--- config.mk ---
export PLATFORM = sky130hd
export DESIGN_NAME = usr_sie_regs
export DESIGN_NICKNAME = d
export VERILOG_FILES = /design/src/shared/usr_pkg.sv /design/src/rtl/usr_sie_regs.sv
export SDC_FILE = /design/constraint.sdc
export NUM_CORES = 1
export LEC_CHECK = 0
export ABC_AREA = 1
export ABC_CLOCK_PERIOD_IN_PS = 1600
export BUFFER_PORTS_ARGS = -buffer_cell sky130_fd_sc_hd__buf_2
export CORE_AREA = 5 5 83 85
export DETAILED_ROUTE_END_ITERATION = 10
export DIE_AREA = 0 0 88 90
export GPL_TIMING_DRIVEN = 0
export PLACE_DENSITY_LB_ADDON = 0.3
export SKIP_CTS_REPAIR_TIMING = 1
export SYNTH_ARGS = -nofsm -noshare
export SYNTH_HDL_FRONTEND = slang
export SYNTH_SLANG_ARGS = --single-unit
--- constraint.sdc ---
create_clock -name i_mclk -period 1.6 [get_ports i_mclk]
set_input_delay 0.08 -clock i_mclk [delete_from_list [all_inputs] [get_ports i_mclk]]
set_output_delay 0.08 -clock i_mclk [all_outputs]
set_load 0.05 [all_outputs]
--- src/shared/usr_pkg.sv ---
// package: register map, field positions, reset values and states of the block
// Function
// [RULE1] host endpoint access sets flag; gated interrupt
// [RULE2] firmware clears serviced flag by writing zero
// [RULE3] flags in bits 0-3, upper bits zero
// [RULE4] three-bit field selects endpoint FIFO, reset 000
// [RULE5] unimplemented endpoint selection gives no FIFO
// [RULE6] bit 3 gates the bus clock
// [RULE7] firmware sets deep suspend only in halt
// [RULE8] bit 5 picks PLL core clock, reset oscillator
// [RULE9] bit 6 one for 6MHz crystal, reset 12MHz
// [RULE10] bit 7 connects D+ pull-up resistor
// [RULE11] address register bit 0 enables remote wake
// [RULE12] address bits 1-7, register resets 00H
// [RULE13] firmware writes address after SETUP stage completes
// [RULE14] firmware sets halt bit on endpoint misbehaviour
// [RULE15] bus reset clears halts; setup clears endpoint 0
// [RULE16] deferred update applies address after IN read
// [RULE17] respond only to tokens matching active address
package usr_pkg;
  localparam logic [3:0] OFS_FLAGS  = 4'h0;
  localparam logic [3:0] OFS_UCC    = 4'h4;
  localparam logic [3:0] OFS_ADDR   = 4'h8;
  localparam logic [3:0] OFS_HALT   = 4'hC;
  localparam logic [5:0] OFS_MASK   = 6'h10;
  localparam logic [5:0] OFS_AUTO   = 6'h14;
  localparam logic [5:0] OFS_SEL_ST = 6'h18;
  localparam int UCC_SEL_LSB   = 0;
  localparam int UCC_CLK_BIT   = 3;
  localparam int UCC_SUSP_BIT  = 4;
  localparam int UCC_PLL_BIT   = 5;
  localparam int UCC_XTAL_BIT  = 6;
  localparam int UCC_RES_BIT   = 7;
  localparam int ADDR_WAKE_BIT = 0;
  localparam logic [7:0] FLAGS_RST = 8'h00;
  localparam logic [7:0] UCC_RST   = 8'h00;
  localparam logic [7:0] ADDR_RST  = 8'h00;
  localparam logic [7:0] HALT_RST  = 8'h00;
  localparam logic [3:0] MASK_RST  = 4'h0;
  localparam logic [2:0] NUM_EP_SEL = 3'h3; // highest implemented endpoint
  typedef enum logic [1:0] {
    USR_IDLE = 2'b01,
    USR_WAIT = 2'b10
  } usr_bus_e;
endpackage

--- src/rtl/usr_sie_regs.sv ---
// design: control and status registers of the full-speed serial engine
`timescale 1ns/1ps
module usr_sie_regs
  import usr_pkg::*;
#(
  parameter int NUM_EP = 4
) (
  input  wire logic       i_mclk,
  input  wire logic       i_rst,
  // avalon-mm slave
  input  wire logic [5:0] i_address,
  input  wire logic       i_read,
  input  wire logic       i_write,
  input  wire logic [31:0] i_writedata,
  input  wire logic [3:0] i_byteenable,
  output logic [31:0]     o_readdata,
  output logic            o_waitrequest,
  // engine side events
  input  wire logic       i_tok_valid,
  input  wire logic [6:0] i_tok_addr,
  input  wire logic [1:0] i_tok_ep,
  input  wire logic       i_tok_setup,
  input  wire logic       i_in_done,
  input  wire logic       i_bus_reset,
  input  wire logic       i_stack_full,
  // controls
  output logic            o_irq,
  output logic            o_tok_accept,
  output logic [6:0]      o_active_addr,
  output logic [2:0]      o_fifo_sel,
  output logic            o_fifo_sel_valid,
  output logic            o_bus_clock_gate,
  output logic            o_deep_suspend_power_save,
  output logic            o_pll_core_clock_select,
  output logic            o_crystal_rate_select,
  output logic            o_dplus_resistor_connect,
  output logic            o_remote_wake_allow,
  output logic [3:0]      o_endpoint_halt_bits
);

  // map summary; every register sits in the low byte of its word:
  //   0x00 endpoint access flags in bits 3:0, write zero to clear
  //   0x04 fifo select, clock gate, suspend, clock source, pull-up
  //   0x08 device address in bits 7:1, remote wake enable in bit 0
  //   0x0C endpoint halt bits in bits 3:0
  //   0x10 interrupt enable mask, one bit per endpoint
  //   0x14 deferred address mode in bit 0, pending flag in bit 1
  //   0x18 address the engine currently answers to, read only
  // everything else reads as zero and ignores writes
  //
  // the mask stands in for the shared interrupt enable: a flag only
  // requests an interrupt while its mask bit is set
  //
  // each group below has one combinational process (three for the flags) for its
  // next values and one clocked process that only registers them, so
  // the groups can be read, changed and reset on their own

  // endpoint access flags and their interrupt mask
  logic [3:0]  flags_reg;
  logic [3:0]  flags_next;
  logic [3:0]  mask_reg;
  logic [3:0]  mask_next;
  logic        irq_reg;
  logic        irq_next;

  // clock, suspend and fifo selection byte
  logic [7:0]  ucc_reg;
  logic [7:0]  ucc_next;
  logic        sel_ok_reg;
  logic        sel_ok_next;

  // address, wake enable and the deferred update machinery
  logic [7:0]  addr_reg;
  logic [7:0]  addr_next;
  logic        auto_reg;
  logic        auto_next;
  logic        pend_reg;
  logic        pend_next;
  logic [6:0]  act_reg;
  logic [6:0]  act_next;

  // endpoint halt bits
  logic [3:0]  halt_reg;
  logic [3:0]  halt_next;

  // token acceptance pulse
  logic        acc_reg;
  logic        acc_next;

  // register bus handshake
  logic [31:0] rd_reg;
  logic [31:0] rd_next;
  logic        wait_reg;
  logic        wait_next;
  usr_bus_e    st_reg;
  usr_bus_e    st_next;

  // decoded strobes shared by the groups below
  logic        wr_go;
  logic        hit;
  logic [3:0]  ep_set;
  logic [7:0]  wd;
  logic        wr_flags;
  logic        wr_ucc;
  logic        wr_addr;
  logic        wr_halt;
  logic        wr_mask;
  logic        wr_auto;

  // write data lives in the low byte; upper lanes are not decoded
  assign wd       = i_writedata[7:0];

  // a write lands in the acknowledge cycle only, one access per
  // handshake; a write without the low byte lane enabled is dropped
  assign wr_go    = (st_reg == USR_WAIT) && i_write && i_byteenable[0];

  // one strobe per writable register
  assign wr_flags = wr_go && (i_address == {2'b00, OFS_FLAGS});
  assign wr_ucc   = wr_go && (i_address == {2'b00, OFS_UCC});
  assign wr_addr  = wr_go && (i_address == {2'b00, OFS_ADDR});
  assign wr_halt  = wr_go && (i_address == {2'b00, OFS_HALT});
  assign wr_mask  = wr_go && (i_address == OFS_MASK);
  assign wr_auto  = wr_go && (i_address == OFS_AUTO);

  // a token counts only when its address field matches the address in
  // effect, so traffic for a neighbour touches none of our state but a pending address, which any IN completion applies
  assign hit = i_tok_valid && (i_tok_addr == act_reg); // RULE17

  // one access decoder per endpoint; the token's endpoint number picks
  // the flag that the hit lands on
  genvar g;
  generate
    for (g = 0; g < NUM_EP; g++) begin : g_ep
      assign ep_set[g] = hit && (i_tok_ep == 2'(g)); // RULE1
    end
  endgenerate

  // flags: firmware clears by writing zero, hardware sets; a set in the
  // same cycle as the clear wins, so no endpoint access is ever lost
  always_comb begin
    flags_next = flags_reg;
    if (wr_flags) begin
      flags_next = flags_reg & wd[3:0]; // RULE2
    end
    flags_next = flags_next | ep_set; // RULE1
  end

  // mask: plain read and write, one enable per endpoint
  always_comb begin
    mask_next = mask_reg;
    if (wr_mask) begin
      mask_next = wd[3:0];
    end
  end

  // interrupt: a level one cycle behind the flags; held off while the
  // call stack is full, since the core could not take the vector then
  always_comb begin
    irq_next = (|(flags_reg & mask_reg)) && !i_stack_full; // RULE1
  end

  // flags, mask and interrupt registers
  always_ff @(posedge i_mclk or posedge i_rst) begin
    if (i_rst) begin
      flags_reg <= FLAGS_RST[3:0]; // RULE3
      mask_reg  <= MASK_RST;
      irq_reg   <= 1'b0;
    end else begin
      flags_reg <= flags_next;
      mask_reg  <= mask_next;
      irq_reg   <= irq_next;
    end
  end

  // clock and selection byte; the select validity is registered with
  // it so the valid output comes from a flop and never glitches
  always_comb begin
    ucc_next = ucc_reg;
    if (wr_ucc) begin
      ucc_next = wd;
    end
    // codes above the highest endpoint reach no fifo at all
    sel_ok_next = (ucc_next[UCC_SEL_LSB +: 3] <= NUM_EP_SEL); // RULE5
  end

  // clock and selection registers; code 000 after reset is valid
  always_ff @(posedge i_mclk or posedge i_rst) begin
    if (i_rst) begin
      ucc_reg    <= UCC_RST; // RULE4
      sel_ok_reg <= 1'b1;
    end else begin
      ucc_reg    <= ucc_next;
      sel_ok_reg <= sel_ok_next;
    end
  end

  // address: a direct write takes effect at once; in deferred mode the
  // byte is parked and applied when the host completes an IN read, so
  // the status stage of an address change still answers on the old one
  always_comb begin
    addr_next = addr_reg;
    auto_next = auto_reg;
    pend_next = pend_reg;
    act_next  = act_reg;
    if (wr_auto) begin
      auto_next = wd[0];
    end
    if (wr_addr) begin
      addr_next = wd; // RULE11 RULE12
      if (auto_reg) begin
        pend_next = 1'b1; // RULE16
      end else begin
        act_next = wd[7:1]; // RULE16
      end
    end
    // limitation: an IN completion in the cycle of a deferred write, with an
    // update already pending, applies the byte held before that write
    if (pend_reg && i_in_done) begin
      act_next  = addr_reg[7:1]; // RULE16
      pend_next = 1'b0;
    end
  end

  // address registers
  always_ff @(posedge i_mclk or posedge i_rst) begin
    if (i_rst) begin
      addr_reg <= ADDR_RST; // RULE12
      auto_reg <= 1'b0;
      pend_reg <= 1'b0;
      act_reg  <= 7'h00;
    end else begin
      addr_reg <= addr_next;
      auto_reg <= auto_next;
      pend_reg <= pend_next;
      act_reg  <= act_next;
    end
  end

  // halt bits: firmware sets them; a setup token for us clears
  // endpoint 0 and a bus reset clears all four, winning over any write
  always_comb begin
    halt_next = halt_reg;
    if (wr_halt) begin
      halt_next = wd[3:0];
    end
    if (hit && i_tok_setup) begin
      halt_next[0] = 1'b0; // RULE15
    end
    if (i_bus_reset) begin
      halt_next = 4'h0; // RULE15
    end
  end

  // halt register
  always_ff @(posedge i_mclk or posedge i_rst) begin
    if (i_rst) begin
      halt_reg <= HALT_RST[3:0];
    end else begin
      halt_reg <= halt_next;
    end
  end

  // token accept: a one-cycle pulse the cycle after a matching token
  always_comb begin
    acc_next = hit; // RULE17
  end

  // token accept register
  always_ff @(posedge i_mclk or posedge i_rst) begin
    if (i_rst) begin
      acc_reg <= 1'b0;
    end else begin
      acc_reg <= acc_next;
    end
  end

  // bus handshake: a request is taken on an idle edge, waitrequest is
  // low for the one cycle that follows and the master sees it low at
  // the next edge; read data are loaded on the taking edge so they
  // stand at that acknowledge edge and until the next read
  always_comb begin
    st_next = st_reg;
    rd_next = rd_reg;
    case (st_reg)
      USR_IDLE: begin
        if (i_read || i_write) begin
          st_next = USR_WAIT;
        end
        if (i_read) begin
          case (i_address)
            {2'b00, OFS_FLAGS}: begin
              rd_next = {28'h000_0000, flags_reg}; // RULE3
            end
            {2'b00, OFS_UCC}: begin
              rd_next = {24'h00_0000, ucc_reg};
            end
            {2'b00, OFS_ADDR}: begin
              rd_next = {24'h00_0000, addr_reg};
            end
            {2'b00, OFS_HALT}: begin
              rd_next = {28'h000_0000, halt_reg};
            end
            OFS_MASK: begin
              rd_next = {28'h000_0000, mask_reg};
            end
            OFS_AUTO: begin
              rd_next = {30'h0000_0000, pend_reg, auto_reg};
            end
            OFS_SEL_ST: begin
              rd_next = {25'h000_0000, act_reg};
            end
            default: begin
              rd_next = 32'h0000_0000;
            end
          endcase
        end
      end
      USR_WAIT: begin
        st_next = USR_IDLE;
      end
      default: begin
        st_next = USR_IDLE;
      end
    endcase
    // waitrequest is registered from the next state, so it is high in
    // every idle cycle and low only in the acknowledge cycle
    wait_next = (st_next == USR_IDLE);
  end

  // bus registers
  always_ff @(posedge i_mclk or posedge i_rst) begin
    if (i_rst) begin
      rd_reg   <= 32'h0000_0000;
      wait_reg <= 1'b1;
      st_reg   <= USR_IDLE;
    end else begin
      rd_reg   <= rd_next;
      wait_reg <= wait_next;
      st_reg   <= st_next;
    end
  end

  // outputs straight from flip-flops
  assign o_irq            = irq_reg;
  assign o_tok_accept     = acc_reg; // RULE17
  assign o_active_addr    = act_reg;
  assign o_readdata       = rd_reg;
  assign o_waitrequest    = wait_reg;
  assign o_fifo_sel       = ucc_reg[UCC_SEL_LSB +: 3]; // RULE4
  assign o_fifo_sel_valid = sel_ok_reg; // RULE5

  // control bits go to the clock, power and pull-up logic as they are
  assign o_bus_clock_gate          = ucc_reg[UCC_CLK_BIT]; // RULE6
  assign o_deep_suspend_power_save = ucc_reg[UCC_SUSP_BIT];
  assign o_pll_core_clock_select   = ucc_reg[UCC_PLL_BIT]; // RULE8
  assign o_crystal_rate_select     = ucc_reg[UCC_XTAL_BIT]; // RULE9
  assign o_dplus_resistor_connect  = ucc_reg[UCC_RES_BIT]; // RULE10
  assign o_remote_wake_allow       = addr_reg[ADDR_WAKE_BIT]; // RULE11
  assign o_endpoint_halt_bits      = halt_reg; // RULE14

endmodule

==> Word-level counts from Yosys, hierarchy flattened <==
Cells that the tools add are included.
{ "op_classes": {"order_cmp": 1, "eq_ne": 14, "muxes": 14, "bitwise_logic": 3, "n_reduce_logical": 28} }
{ "op_table": {"columns": ["operator", "count"], "rows": [
  ["$pmux 8 s7", 1],
  ["$mux 7", 3],
  ["$eq 6x5->1 const B", 3],
  ["$logic_and 1x1->1", 16],
  ["$eq 6x4->1 const B", 2],
  ["$mux 4", 3],
  ["$and 4x4->4", 2],
  ["$eq 7x7->1", 1],
  ["$eq 2x1->1 const B", 3],
  ["$eq 2x2->1 const B", 3],
  ["$eq 6x3->1 const B", 1],
  ["$logic_not 6->1", 1],
  ["$reduce_and 2->1", 3],
  ["$reduce_bool 2->1", 3],
  ["$mux 1", 4],
  ["$mux 2", 2],
  ["$or 4x4->4", 1],
  ["$reduce_or 4->1", 1],
  ["$le 3x2->1 const B", 1],
  ["$mux 3", 1],
  ["$reduce_bool 3->1", 1],
  ["$logic_not 2->1", 1],
  ["$ne 2x1->1 const B", 1],
  ["$logic_not 1->1", 1],
  ["$logic_or 1x1->1", 1]
]} }
{ "totals": {"reg_bits": 75, "input_bits": 60, "output_inout_bits": 56, "word_cells": 76} }

==> Logic depth before layout (Yosys ltp) <==
Gate-level depths: netlist (run 1).
{ "logic_depth": {"word_depth": 7, "mapped_depth": 9, "mapped_depth_nobuf": 9} }

==> Worst setup path before layout (run 1) <==
No wires, ideal clock.
{ "synth_timing": {"path_kind": "flip-flop to flip-flop", "from": "register act_reg[3] (netlist: o_active_addr[3])", "to": "register flags_reg[3]", "setup_ps": 83, "arrival_time_ps": 1318, "t_required_ps": 1517, "slack_ps": 199, "stages_incl_launch_ff": 7, "n_path_buf": 0, "synth_period_minus_slack_ps": 1401, "cell_sequence": "dfrtp_1 -> inv_1 -> nand2_1 -> nand2_1 -> nor3_1 -> nand2_1 -> o21ai_0"} }
{ "synth_between": {"elab_chain_cells": 4} }
{ "synth_lines": {"columns": ["item", "line", "text"], "rows": [
  ["start: declaration", "usr_sie_regs.sv:79", "logic [6:0] act_reg;"],
  ["start signal: assignment", "usr_sie_regs.sv:235", "act_reg <= act_next;"],
  ["$eq 7x7->1", "usr_sie_regs.sv:127", "assign hit = i_tok_valid && (i_tok_addr == act_reg);"],
  ["$logic_and 1x1->1", "usr_sie_regs.sv:127", null],
  ["$logic_and 1x1->1", "usr_sie_regs.sv:134", "assign ep_set[g] = hit && (i_tok_ep == 2'(g));"],
  ["$or 4x4->4", "usr_sie_regs.sv:145", "flags_next = flags_next | ep_set;"],
  ["net flags_next[3]", "usr_sie_regs.sv:60", "logic [3:0] flags_next;"],
  ["end signal: assignment", "usr_sie_regs.sv:165", "flags_reg <= FLAGS_RST[3:0];"],
  ["end signal: assignment", "usr_sie_regs.sv:169", "flags_reg <= flags_next;"],
  ["end: declaration", "usr_sie_regs.sv:59", "logic [3:0] flags_reg;"]
]} }
The timed path passes the listed nets, and every way through them passes these cells.
A chain may end at the register's enable or synchronous reset.

==> Final worst setup path (run 1) <==
{ "layout_timing": {"from": "register st_reg[0]", "to": "register act_reg[1] (netlist: o_active_addr[1])"} }
{ "layout_between": {"elab_chain_cells": 6} }
{ "layout_lines": {"columns": ["item", "line", "text"], "rows": [
  ["start: declaration", "usr_sie_regs.sv:95", "usr_bus_e st_reg;"],
  ["start signal: assignment", "usr_sie_regs.sv:339", "st_reg <= st_next;"],
  ["$eq 2x2->1", "usr_sie_regs.sv:115", "assign wr_go = (st_reg == USR_WAIT) && i_write && i_byteenable[0];"],
  ["$logic_and 1x1->1 (2 in a row)", "usr_sie_regs.sv:115", null],
  ["$logic_and 1x1->1", "usr_sie_regs.sv:120", "assign wr_addr = wr_go && (i_address == {2'b00, OFS_ADDR});"],
  ["$reduce_bool 2->1 (no source line)", null, null],
  ["$reduce_and 2->1 (no source line)", null, null]
]} }
No other way between the ends.

==> impl_metrics.json, run 1 <==
{
  "outcome": "complete, but fails checks",
  "violations": "hold timing",
  "cts_buffer_depth": 2,
  "power_mw": 2.880,
  "cp.arrival_ns": 1.62,
  "routabilityCongestion": 0.8522,
  "drc": 0,
  "numCtsBuffers": 5,
  "end_kind": "flip-flop",
  "maxSlewViolCount": 0,
  "finalHoldViolCount": 1,
  "root_buffer": "clkbuf_8",
  "layout-drive-gt1-share_pct": 29.42,
  "hold_ws_ns": -0.005125,
  "die_h_um": 90,
  "synthDistinctLibCells": 26,
  "dp_hpwl_um": 5504,
  "die_w_um": 88,
  "initial_core_util_pct": 46.34,
  "max_slew_margin_pct": 63.95,
  "cap_viol_max_count": 0,
  "design.die.area_um2": 7920,
  "final.min_clock_period_ns": 1.440,
  "cp_data_required_time_ns": 1.79,
  "path_class": "reg -> reg",
  "dr.pass1.iters": 4,
  "crit_path_start_kind": "flip-flop",
  "dp_cells": 534,
  "grt_max_degree": 28,
  "peakVddDrop_mv": 0.4681,
  "core_um2": 6132,
  "seqCellArea_um2": 1280,
  "pre_cts_slack_ns": 0.05835,
  "finalInstanceArea_um2": 3516,
  "cts_tree": "done",
  "insertion_delay_ns": 0.30,
  "grt_pass1_wl_um": 11570,
  "ant_nets": 0,
  "n_antenna_cell": 0,
  "r2r_slack_ns": 0.16,
  "overflow": 0,
  "multi_input_area_um2": 1254,
  "wl_per_cell_um": 12.80,
  "grt_usage_pct": 18.35,
  "seq_area_frac_synth_pct": 45.05,
  "worst_pin_slew_ns": 0.5399,
  "fmaxAchievable_mhz": 694.7,
  "layout_commonest_cell": "nand2_1",
  "worst_clock_skew_ns": 0.008324,
  "most-common-layout-cells": "nand2_1, buf_2, dfrtp_1",
  "grt_pass1_vias": 2395,
  "post-route-util_pct": 57.34,
  "port_buffers": 64,
  "rsz0062_at_grt": "false",
  "stdcell_count": 546,
  "dr.first_iter.drc_count": 252,
  "routed_wl_um": 6991,
  "synth_area_um2": 2841,
  "power_per_cell_area_nw_per_um2": 819.1,
  "p_leak_nw": 1.952,
  "fillers": 600,
  "hp-class": "in -> reg",
  "vias": 2526,
  "synthCells": 369,
  "fin_setup_tns_ns": 0,
  "antenna_found_initial": 0,
  "setup_ws_ns": 0.1605,
  "viasPerCell": 4.626,
  "clk_pin_slew_ns": 0.08,
  "syn_to_final_growth_pct": 23.73,
  "pin_count": 116,
  "ys_seq_elements": 51,
  "rows": 29,
  "finalSetupViolCount": 0,
  "fin_crit_sh_pct": 89.97,
  "ys_warn_count": 0,
  "nets": 528,
  "place_area_um2": 3364,
  "cts_sinks": 51,
  "synth.avg_cell_area_um2": 7.700,
  "htreeDepth": 2,
  "cp_max_fo": 10
}
worst paths after layout:
kind | from | endpoint | cells past startpoint
setup / recovery | st_reg[0] | o_active_addr[1] | 9
hold / removal | i_write | st_reg[0] | 2
hold reg to reg | o_readdata[2] | o_readdata[2] | 2
max in group asynchronous | i_rst | o_fifo_sel_valid | 4
setup reg to reg | st_reg[0] | o_active_addr[1] | 9
min in group asynchronous | i_rst | st_reg[1] | 3
power by group:
| group | internal [mW] | switching [mW] |
|---|---|---|
| Clock | 0.395 | 0.404 |
| Combinational | 0.182 | 0.481 |
| Sequential | 1.38 | 0.0423 |
cells in the mapped netlist:
cell type	number	area [um2]
a21oi_1	2	10.01
a31oi_1	1	6.260
a41oi_1	1	8.760
buf_2	2	10.01
buf_4	24	180.2
buf_6	2	22.52
clkbuf_1	2	7.510
conb_1	1	3.750
dfrtp_1	48	1201
dfstp_2	3	78.83
inv_1	43	161.4
inv_2	6	22.52
nand2_1	117	439.2
nand2_2	3	18.77
nand3_1	11	55.05
nand3_4	1	17.52
nand4_1	13	81.33
nor2_1	24	90.09
nor2_2	4	25.02
nor2_4	3	33.78
nor3_1	2	10.01
o211ai_1	3	22.52
o21a_1	1	7.510
o21ai_0	34	170.2
o21ai_2	15	131.4
xnor2_1	3	26.28
cell type report:
| type | count | area share (%) |
|---|---|---|
| clock buffers | 8 | 2.847 |
| flip-flops and latches | 51 | 36.41 |
| plain buffers | 30 | 6.299 |
| repair buffers | 69 | 10.82 |
| inverters | 49 | 5.231 |
| well taps | 77 | 2.740 |
| multi-input cells | 262 | 35.66 |
cell families (layout without fill, tap and decap cells):
logic type | count (synthesis) | count (layout) | synth area share, %
other | 1 | 24 | 0.1320
XOR/XNOR | 3 | 3 | 0.9249
AND/OR/NAND/NOR | 178 | 178 | 27.12
buffers and inverters | 79 | 156 | 14.22
flip-flops | 51 | 51 | 45.05
AO/OA/AOI/OAI | 57 | 57 | 12.55
worst max-delay path: stages (launching register included):
cell and delay [ns]:
dfstp_2 0.37, inv_1 0.06, nand4_1 0.10, inv_2 0.18, nand3_4 0.15, nand2_1 0.10
nand2_2 0.09, buf_6 0.16, nand2_1 0.07, o21ai_2 0.05
layer usage:
metal  GRT usage, %  part of all wire, %
met3          4.113                  8.4
met2          29.27                   46
met1          24.94                   45
met5              0                    0
met4          4.987                  1.1
No activity file was read; power rests on OpenSTA's default activity.
==> inputs of run 2 (changes only) <==
--- a/config.mk
+++ b/config.mk
@@ -12,6 +12,7 @@
 export DETAILED_ROUTE_END_ITERATION = 10
 export DIE_AREA = 0 0 88 90
 export GPL_TIMING_DRIVEN = 0
+export MAX_ROUTING_LAYER = met4
 export PLACE_DENSITY_LB_ADDON = 0.3
 export SKIP_CTS_REPAIR_TIMING = 1
 export SYNTH_ARGS = -nofsm -noshare
==> impl_metrics.json, run 2 (synthesis results as in run 1) <==
{
  "violations": "hold timing",
  "p_sw_share_pct": 33.06,
  "outcome": "complete, but fails checks",
  "ant_nets": 0,
  "r2r_slack_ns": 0.13,
  "crit_path_start_kind": "flip-flop",
  "r2r-end": "addr_reg[1]",
  "initial_core_util_pct": 46.34,
  "fin_crit_sh_pct": 92.07,
  "dr.first_iter.drc_count": 141,
  "cp-endpoint": "addr_reg[1]",
  "slowest_stage": "dfstp_2",
  "nets": 528,
  "cts_tree": "done",
  "root_buffer": "clkbuf_8",
  "stdcell_count": 546,
  "design.die.area_um2": 7920,
  "vias": 2541,
  "cap_viol_max_count": 0,
  "dp_hpwl_um": 5492,
  "cts_buffer_depth": 2,
  "final.min_clock_period_ns": 1.473,
  "pre_cts_slack_ns": 0.06151,
  "power_per_cell_area_nw_per_um2": 799.1,
  "internal_power_mw": 1.869,
  "path_depth": 6,
  "port_buffers": 64,
  "crit_path_cell_trace": "inv_1 -> nand4_1 -> inv_2 -> nand3_4 -> clkbuf_1 -> o21ai_0",
  "die_w_um": 88,
  "dp_cells": 534,
  "setup_ws_ns": 0.1268,
  "crit_start": "st_reg[0]",
  "crit_path_max_incr_delay_ns": 0.52,
  "rsz0062_at_grt": "false",
  "antenna_found_initial": 0,
  "clk_pin_slew_ns": 0.09,
  "cp.arrival_ns": 1.65,
  "most-common-layout-cells": "nand2_1, buf_2, dfrtp_1",
  "pin_count": 116,
  "hp-class": "in -> reg",
  "timing.rr.start": "st_reg[0]",
  "grt_pass1_vias": 2442,
  "grt_usage_pct": 18.58,
  "hold_ws_ns": -0.00004285,
  "syn_to_final_growth_pct": 22.99,
  "dr.pass1.iters": 5,
  "p_switching_mw": 0.9231,
  "grt_max_degree": 30,
  "cp_max_fo": 10,
  "die_h_um": 90,
  "cts_sinks": 51,
  "rows": 29,
  "drc": 0,
  "p_leak_nw": 1.938,
  "path_class": "reg -> reg",
  "finalSetupViolCount": 0,
  "end_kind": "flip-flop",
  "grt_pass1_wl_um": 11370,
  "cp_top_family": "flip-flops",
  "wl_per_cell_um": 12.74,
  "place_area_um2": 3364,
  "pwr-share-comb_pct": 23.6,
  "reg2regPathDepth": 6,
  "seqPwrFrac_pct": 50.8,
  "layout_commonest_cell": "nand2_1",
  "fmaxAchievable_mhz": 678.8,
  "maxSlewViolCount": 0,
  "peakVddDrop_mv": 0.5131,
  "fin_setup_tns_ns": 0,
  "cp_data_required_time_ns": 1.77,
  "htreeDepth": 2,
  "n_antenna_cell": 0,
  "overflow": 0,
  "layout-drive-gt1-share_pct": 28.78,
  "core_um2": 6132,
  "path_buf_inv": 3,
  "clkPwrFrac_pct": 25.6,
  "viasPerCell": 4.654,
  "worst_clock_skew_ns": 0.008543,
  "routabilityCongestion": 0.8587,
  "insertion_delay_ns": 0.30,
  "finalHoldViolCount": 1,
  "routed_wl_um": 6957,
  "finalInstanceArea_um2": 3495,
  "numCtsBuffers": 5
}
## run 2: cell counts in the layout (fill, tap and decap cells not counted)
No cell type changed its count.
## run 2: final cells by class
cell class	instances	area, um2
timing repair buffer	69	380.4
multi-input combinational	262	1254
clock buffer	8	80.08
fill	608	2638
tap	77	96.34
sequential	51	1280
inverter	49	183.9
buffer	30	220.2
## run 2: metal layers
layer / global-route usage [%] / up-vias / wire, um
li1: - / 1314 / -
met3: 3.931 / 5 / 550
met4: 6.010 / 0 / 75
met1: 24.43 / 1138 / 3143
met2: 28.52 / 84 / 3189
met5: - / - / 0
## run 2: stage by stage
stage	utilization (%)	power, mW
3_5_place_dp	54.87	2.075
5_1_grt	56.99	2.927
2_1_floorplan	-	1.922
4_1_cts	56.17	2.786
6_report	56.99	2.792
3_3_place_gp	54.54	2.057
## run 2: how the worst min path moves through the flow
stage,start,end,cells after the start,slack (ns)
after floorplan,i_read,o_waitrequest,1,0.14
after global placement,i_stack_full,o_irq,2,0.25
after detailed placement,i_rst,o_tok_accept,2,0.14
after CTS,i_rst,flags_reg[1],2,-0.19
after global routing,i_write,st_reg[0],2,0.01
final,i_write,st_reg[0],2,-0.00004
## run 2: worst reg2reg max path, stage by stage (launching register included)
cell and delay, ns:
dfstp_2 0.52, inv_1 0.04, nand4_1 0.08, inv_2 0.10, nand3_4 0.12, clkbuf_1 0.35, o21ai_0 0.14
## run 2: power by group through the flow
stage | Clock [mW] | Combinational, mW | Sequential, mW
floorplan | 0 | 0.380 | 1.54
global placement | 0 | 0.616 | 1.44
detailed placement | 0 | 0.629 | 1.45
CTS | 0.735 | 0.632 | 1.42
global route | 0.776 | 0.722 | 1.43
finish | 0.716 | 0.659 | 1.42
==> inputs of run 3 (changes only) <==
--- a/config.mk
+++ b/config.mk
@@ -6,7 +6,7 @@
 export NUM_CORES = 1
 export LEC_CHECK = 0
 export ABC_AREA = 1
-export ABC_CLOCK_PERIOD_IN_PS = 1600
+export ABC_CLOCK_PERIOD_IN_PS = 1650
 export BUFFER_PORTS_ARGS = -buffer_cell sky130_fd_sc_hd__buf_2
 export CORE_AREA = 5 5 83 85
 export DETAILED_ROUTE_END_ITERATION = 10
@@ -14,6 +14,7 @@
 export GPL_TIMING_DRIVEN = 0
 export MAX_ROUTING_LAYER = met4
 export PLACE_DENSITY_LB_ADDON = 0.3
+export REMOVE_ABC_BUFFERS = 1
 export SKIP_CTS_REPAIR_TIMING = 1
 export SYNTH_ARGS = -nofsm -noshare
 export SYNTH_HDL_FRONTEND = slang
==> constraint.sdc (replaced) <==
create_clock -name i_mclk -period 1.65 [get_ports i_mclk]
set_input_delay 0.0825 -clock i_mclk [delete_from_list [all_inputs] [get_ports i_mclk]]
set_output_delay 0.0825 -clock i_mclk [all_outputs]
set_load 0.05 [all_outputs]
==> impl_metrics.json, run 3 (synthesis results as in run 1) <==
{
  "cap_viol_max_count": 0,
  "initial_core_util_pct": 46.34,
  "dr.first_iter.drc_count": 168,
  "hp-class": "in -> reg",
  "antenna_found_initial": 0,
  "viasPerCell": 4.756,
  "crit_path_cell_trace": "inv_1 -> nand4_1 -> inv_2 -> nand3_4 -> nand2_1 -> nand2_4 -> nand2_1 -> o21ai_2",
  "fin_crit_sh_pct": 90.63,
  "wl_per_cell_um": 13.10,
  "final.min_clock_period_ns": 1.495,
  "drc": 0,
  "path_class": "reg -> reg",
  "cp_common_cell": "nand2_1",
  "routabilityCongestion": 0.8890,
  "design.die.area_um2": 7920,
  "grt_pass1_wl_um": 11360,
  "htreeDepth": 2,
  "finalSetupViolCount": 0,
  "max_slew_margin_pct": 63.86,
  "cp_data_required_time_ns": 1.84,
  "numCtsBuffers": 5,
  "grt_usage_pct": 18.66,
  "cp_max_fo": 18,
  "outcome": "complete, but fails checks",
  "pin_count": 116,
  "worst_clock_skew_ns": 0.009660,
  "fmaxAchievable_mhz": 668.8,
  "clk_pin_slew_ns": 0.09,
  "crit_path_start_kind": "flip-flop",
  "nets": 498,
  "routed_wl_um": 6761,
  "crit_path_max_incr_delay_ns": 0.36,
  "grt_max_degree": 32,
  "p_leak_nw": 1.787,
  "end_kind": "flip-flop",
  "peakVddDrop_mv": 0.5239,
  "violations": "hold timing",
  "ant_nets": 0,
  "layout_commonest_cell": "nand2_1",
  "cts_buffer_depth": 2,
  "die_h_um": 90,
  "power_per_cell_area_nw_per_um2": 808.5,
  "worst_pin_slew_ns": 0.5416,
  "rows": 29,
  "cts_tree": "done",
  "overflow": 0,
  "n_antenna_cell": 0,
  "insertion_delay_ns": 0.30,
  "hold_ws_ns": -0.0004887,
  "syn_to_final_growth_pct": 15.46,
  "dr.pass1.iters": 4,
  "post-route-util_pct": 53.50,
  "root_buffer": "clkbuf_8",
  "vias": 2454,
  "most-common-layout-cells": "nand2_1, buf_2, dfrtp_1",
  "dp_hpwl_um": 5264,
  "layout-drive-gt1-share_pct": 24.37,
  "die_w_um": 88,
  "grt_pass1_vias": 2349,
  "finalHoldViolCount": 1,
  "maxSlewViolCount": 0,
  "rsz0062_at_grt": "false",
  "port_buffers": 64,
  "slowest_stage": "dfstp_2",
  "cp.arrival_ns": 1.69,
  "core_um2": 6132,
  "cts_sinks": 51
}
run 3: changes by cell type in the layout (fill, tap and decap cells not counted), sizes merged:
cell    delta
buf       -28
clkbuf     -3
clkinv     +1
run 3: worst max-delay path: cells and delay by family (launching register included):
kind,cells,cell delay (ns)
DFF,1,0.36
buffers and inverters,2,0.25
and+or+nand+nor,5,0.72
AOI/OAI and AO/OA,1,0.05
run 3: metal layers:
| layer | track usage (%) | vias to the layer above | part of all wire, % |
|---|---|---|---|
| li1 | - | 1252 | - |
| met1 | 25.32 | 1124 | 45 |
| met2 | 28.27 | 69 | 47 |
| met3 | 3.199 | 9 | 6.2 |
| met4 | 6.138 | 0 | 1.8 |
| met5 | - | - | 0 |
run 3: worst paths after layout:
kind | cells past startpoint | to | from | slack (ns)
worst max-delay path | 8 | o_active_addr[0] | st_reg[0] | 0.15
worst min-delay path | 2 | st_reg[0] | i_write | -0.0005
worst max register to register | 8 | o_active_addr[0] | st_reg[0] | 0.15
worst min register to register | 2 | o_readdata[6] | o_readdata[6] | 0.48
max in group asynchronous | 4 | o_waitrequest | i_rst | 0.74
min in group asynchronous | 3 | async pin | i_rst | 0.33
run 3: where the power goes:
part,total [mW],switching [mW],leakage (nW),internal (mW)
Clock,0.687,0.388,0.0422,0.298
Sequential,1.37,0.0406,0.698,1.33
Combinational,0.591,0.456,1.05,0.135
run 3: stage by stage:
stage                     cell area, um2  TNS (ns)  power, mW  cells  setup slack, ns
final                               3281         0      2.652    516           0.1547
after global routing                3281         0      2.804    516          0.01445
after CTS                           3226         0      2.657    512          0.07538
after detailed placement            3144    -1.327      1.964    504          -0.1925
after global placement              3124    -15.72      1.948    503          -0.3118
after floorplan                     2708         0      1.816    362           0.2493
run 3: area by class of cell:
cell class | count | area (um2)
clock buffers | 7 | 76.32
repair buffers | 69 | 380.4
clock inverters | 1 | 5.005
well taps | 77 | 96.34
inverters | 49 | 183.9
fillers | 615 | 2851
flip-flops and latches | 51 | 1280
multi-input cells | 262 | 1259
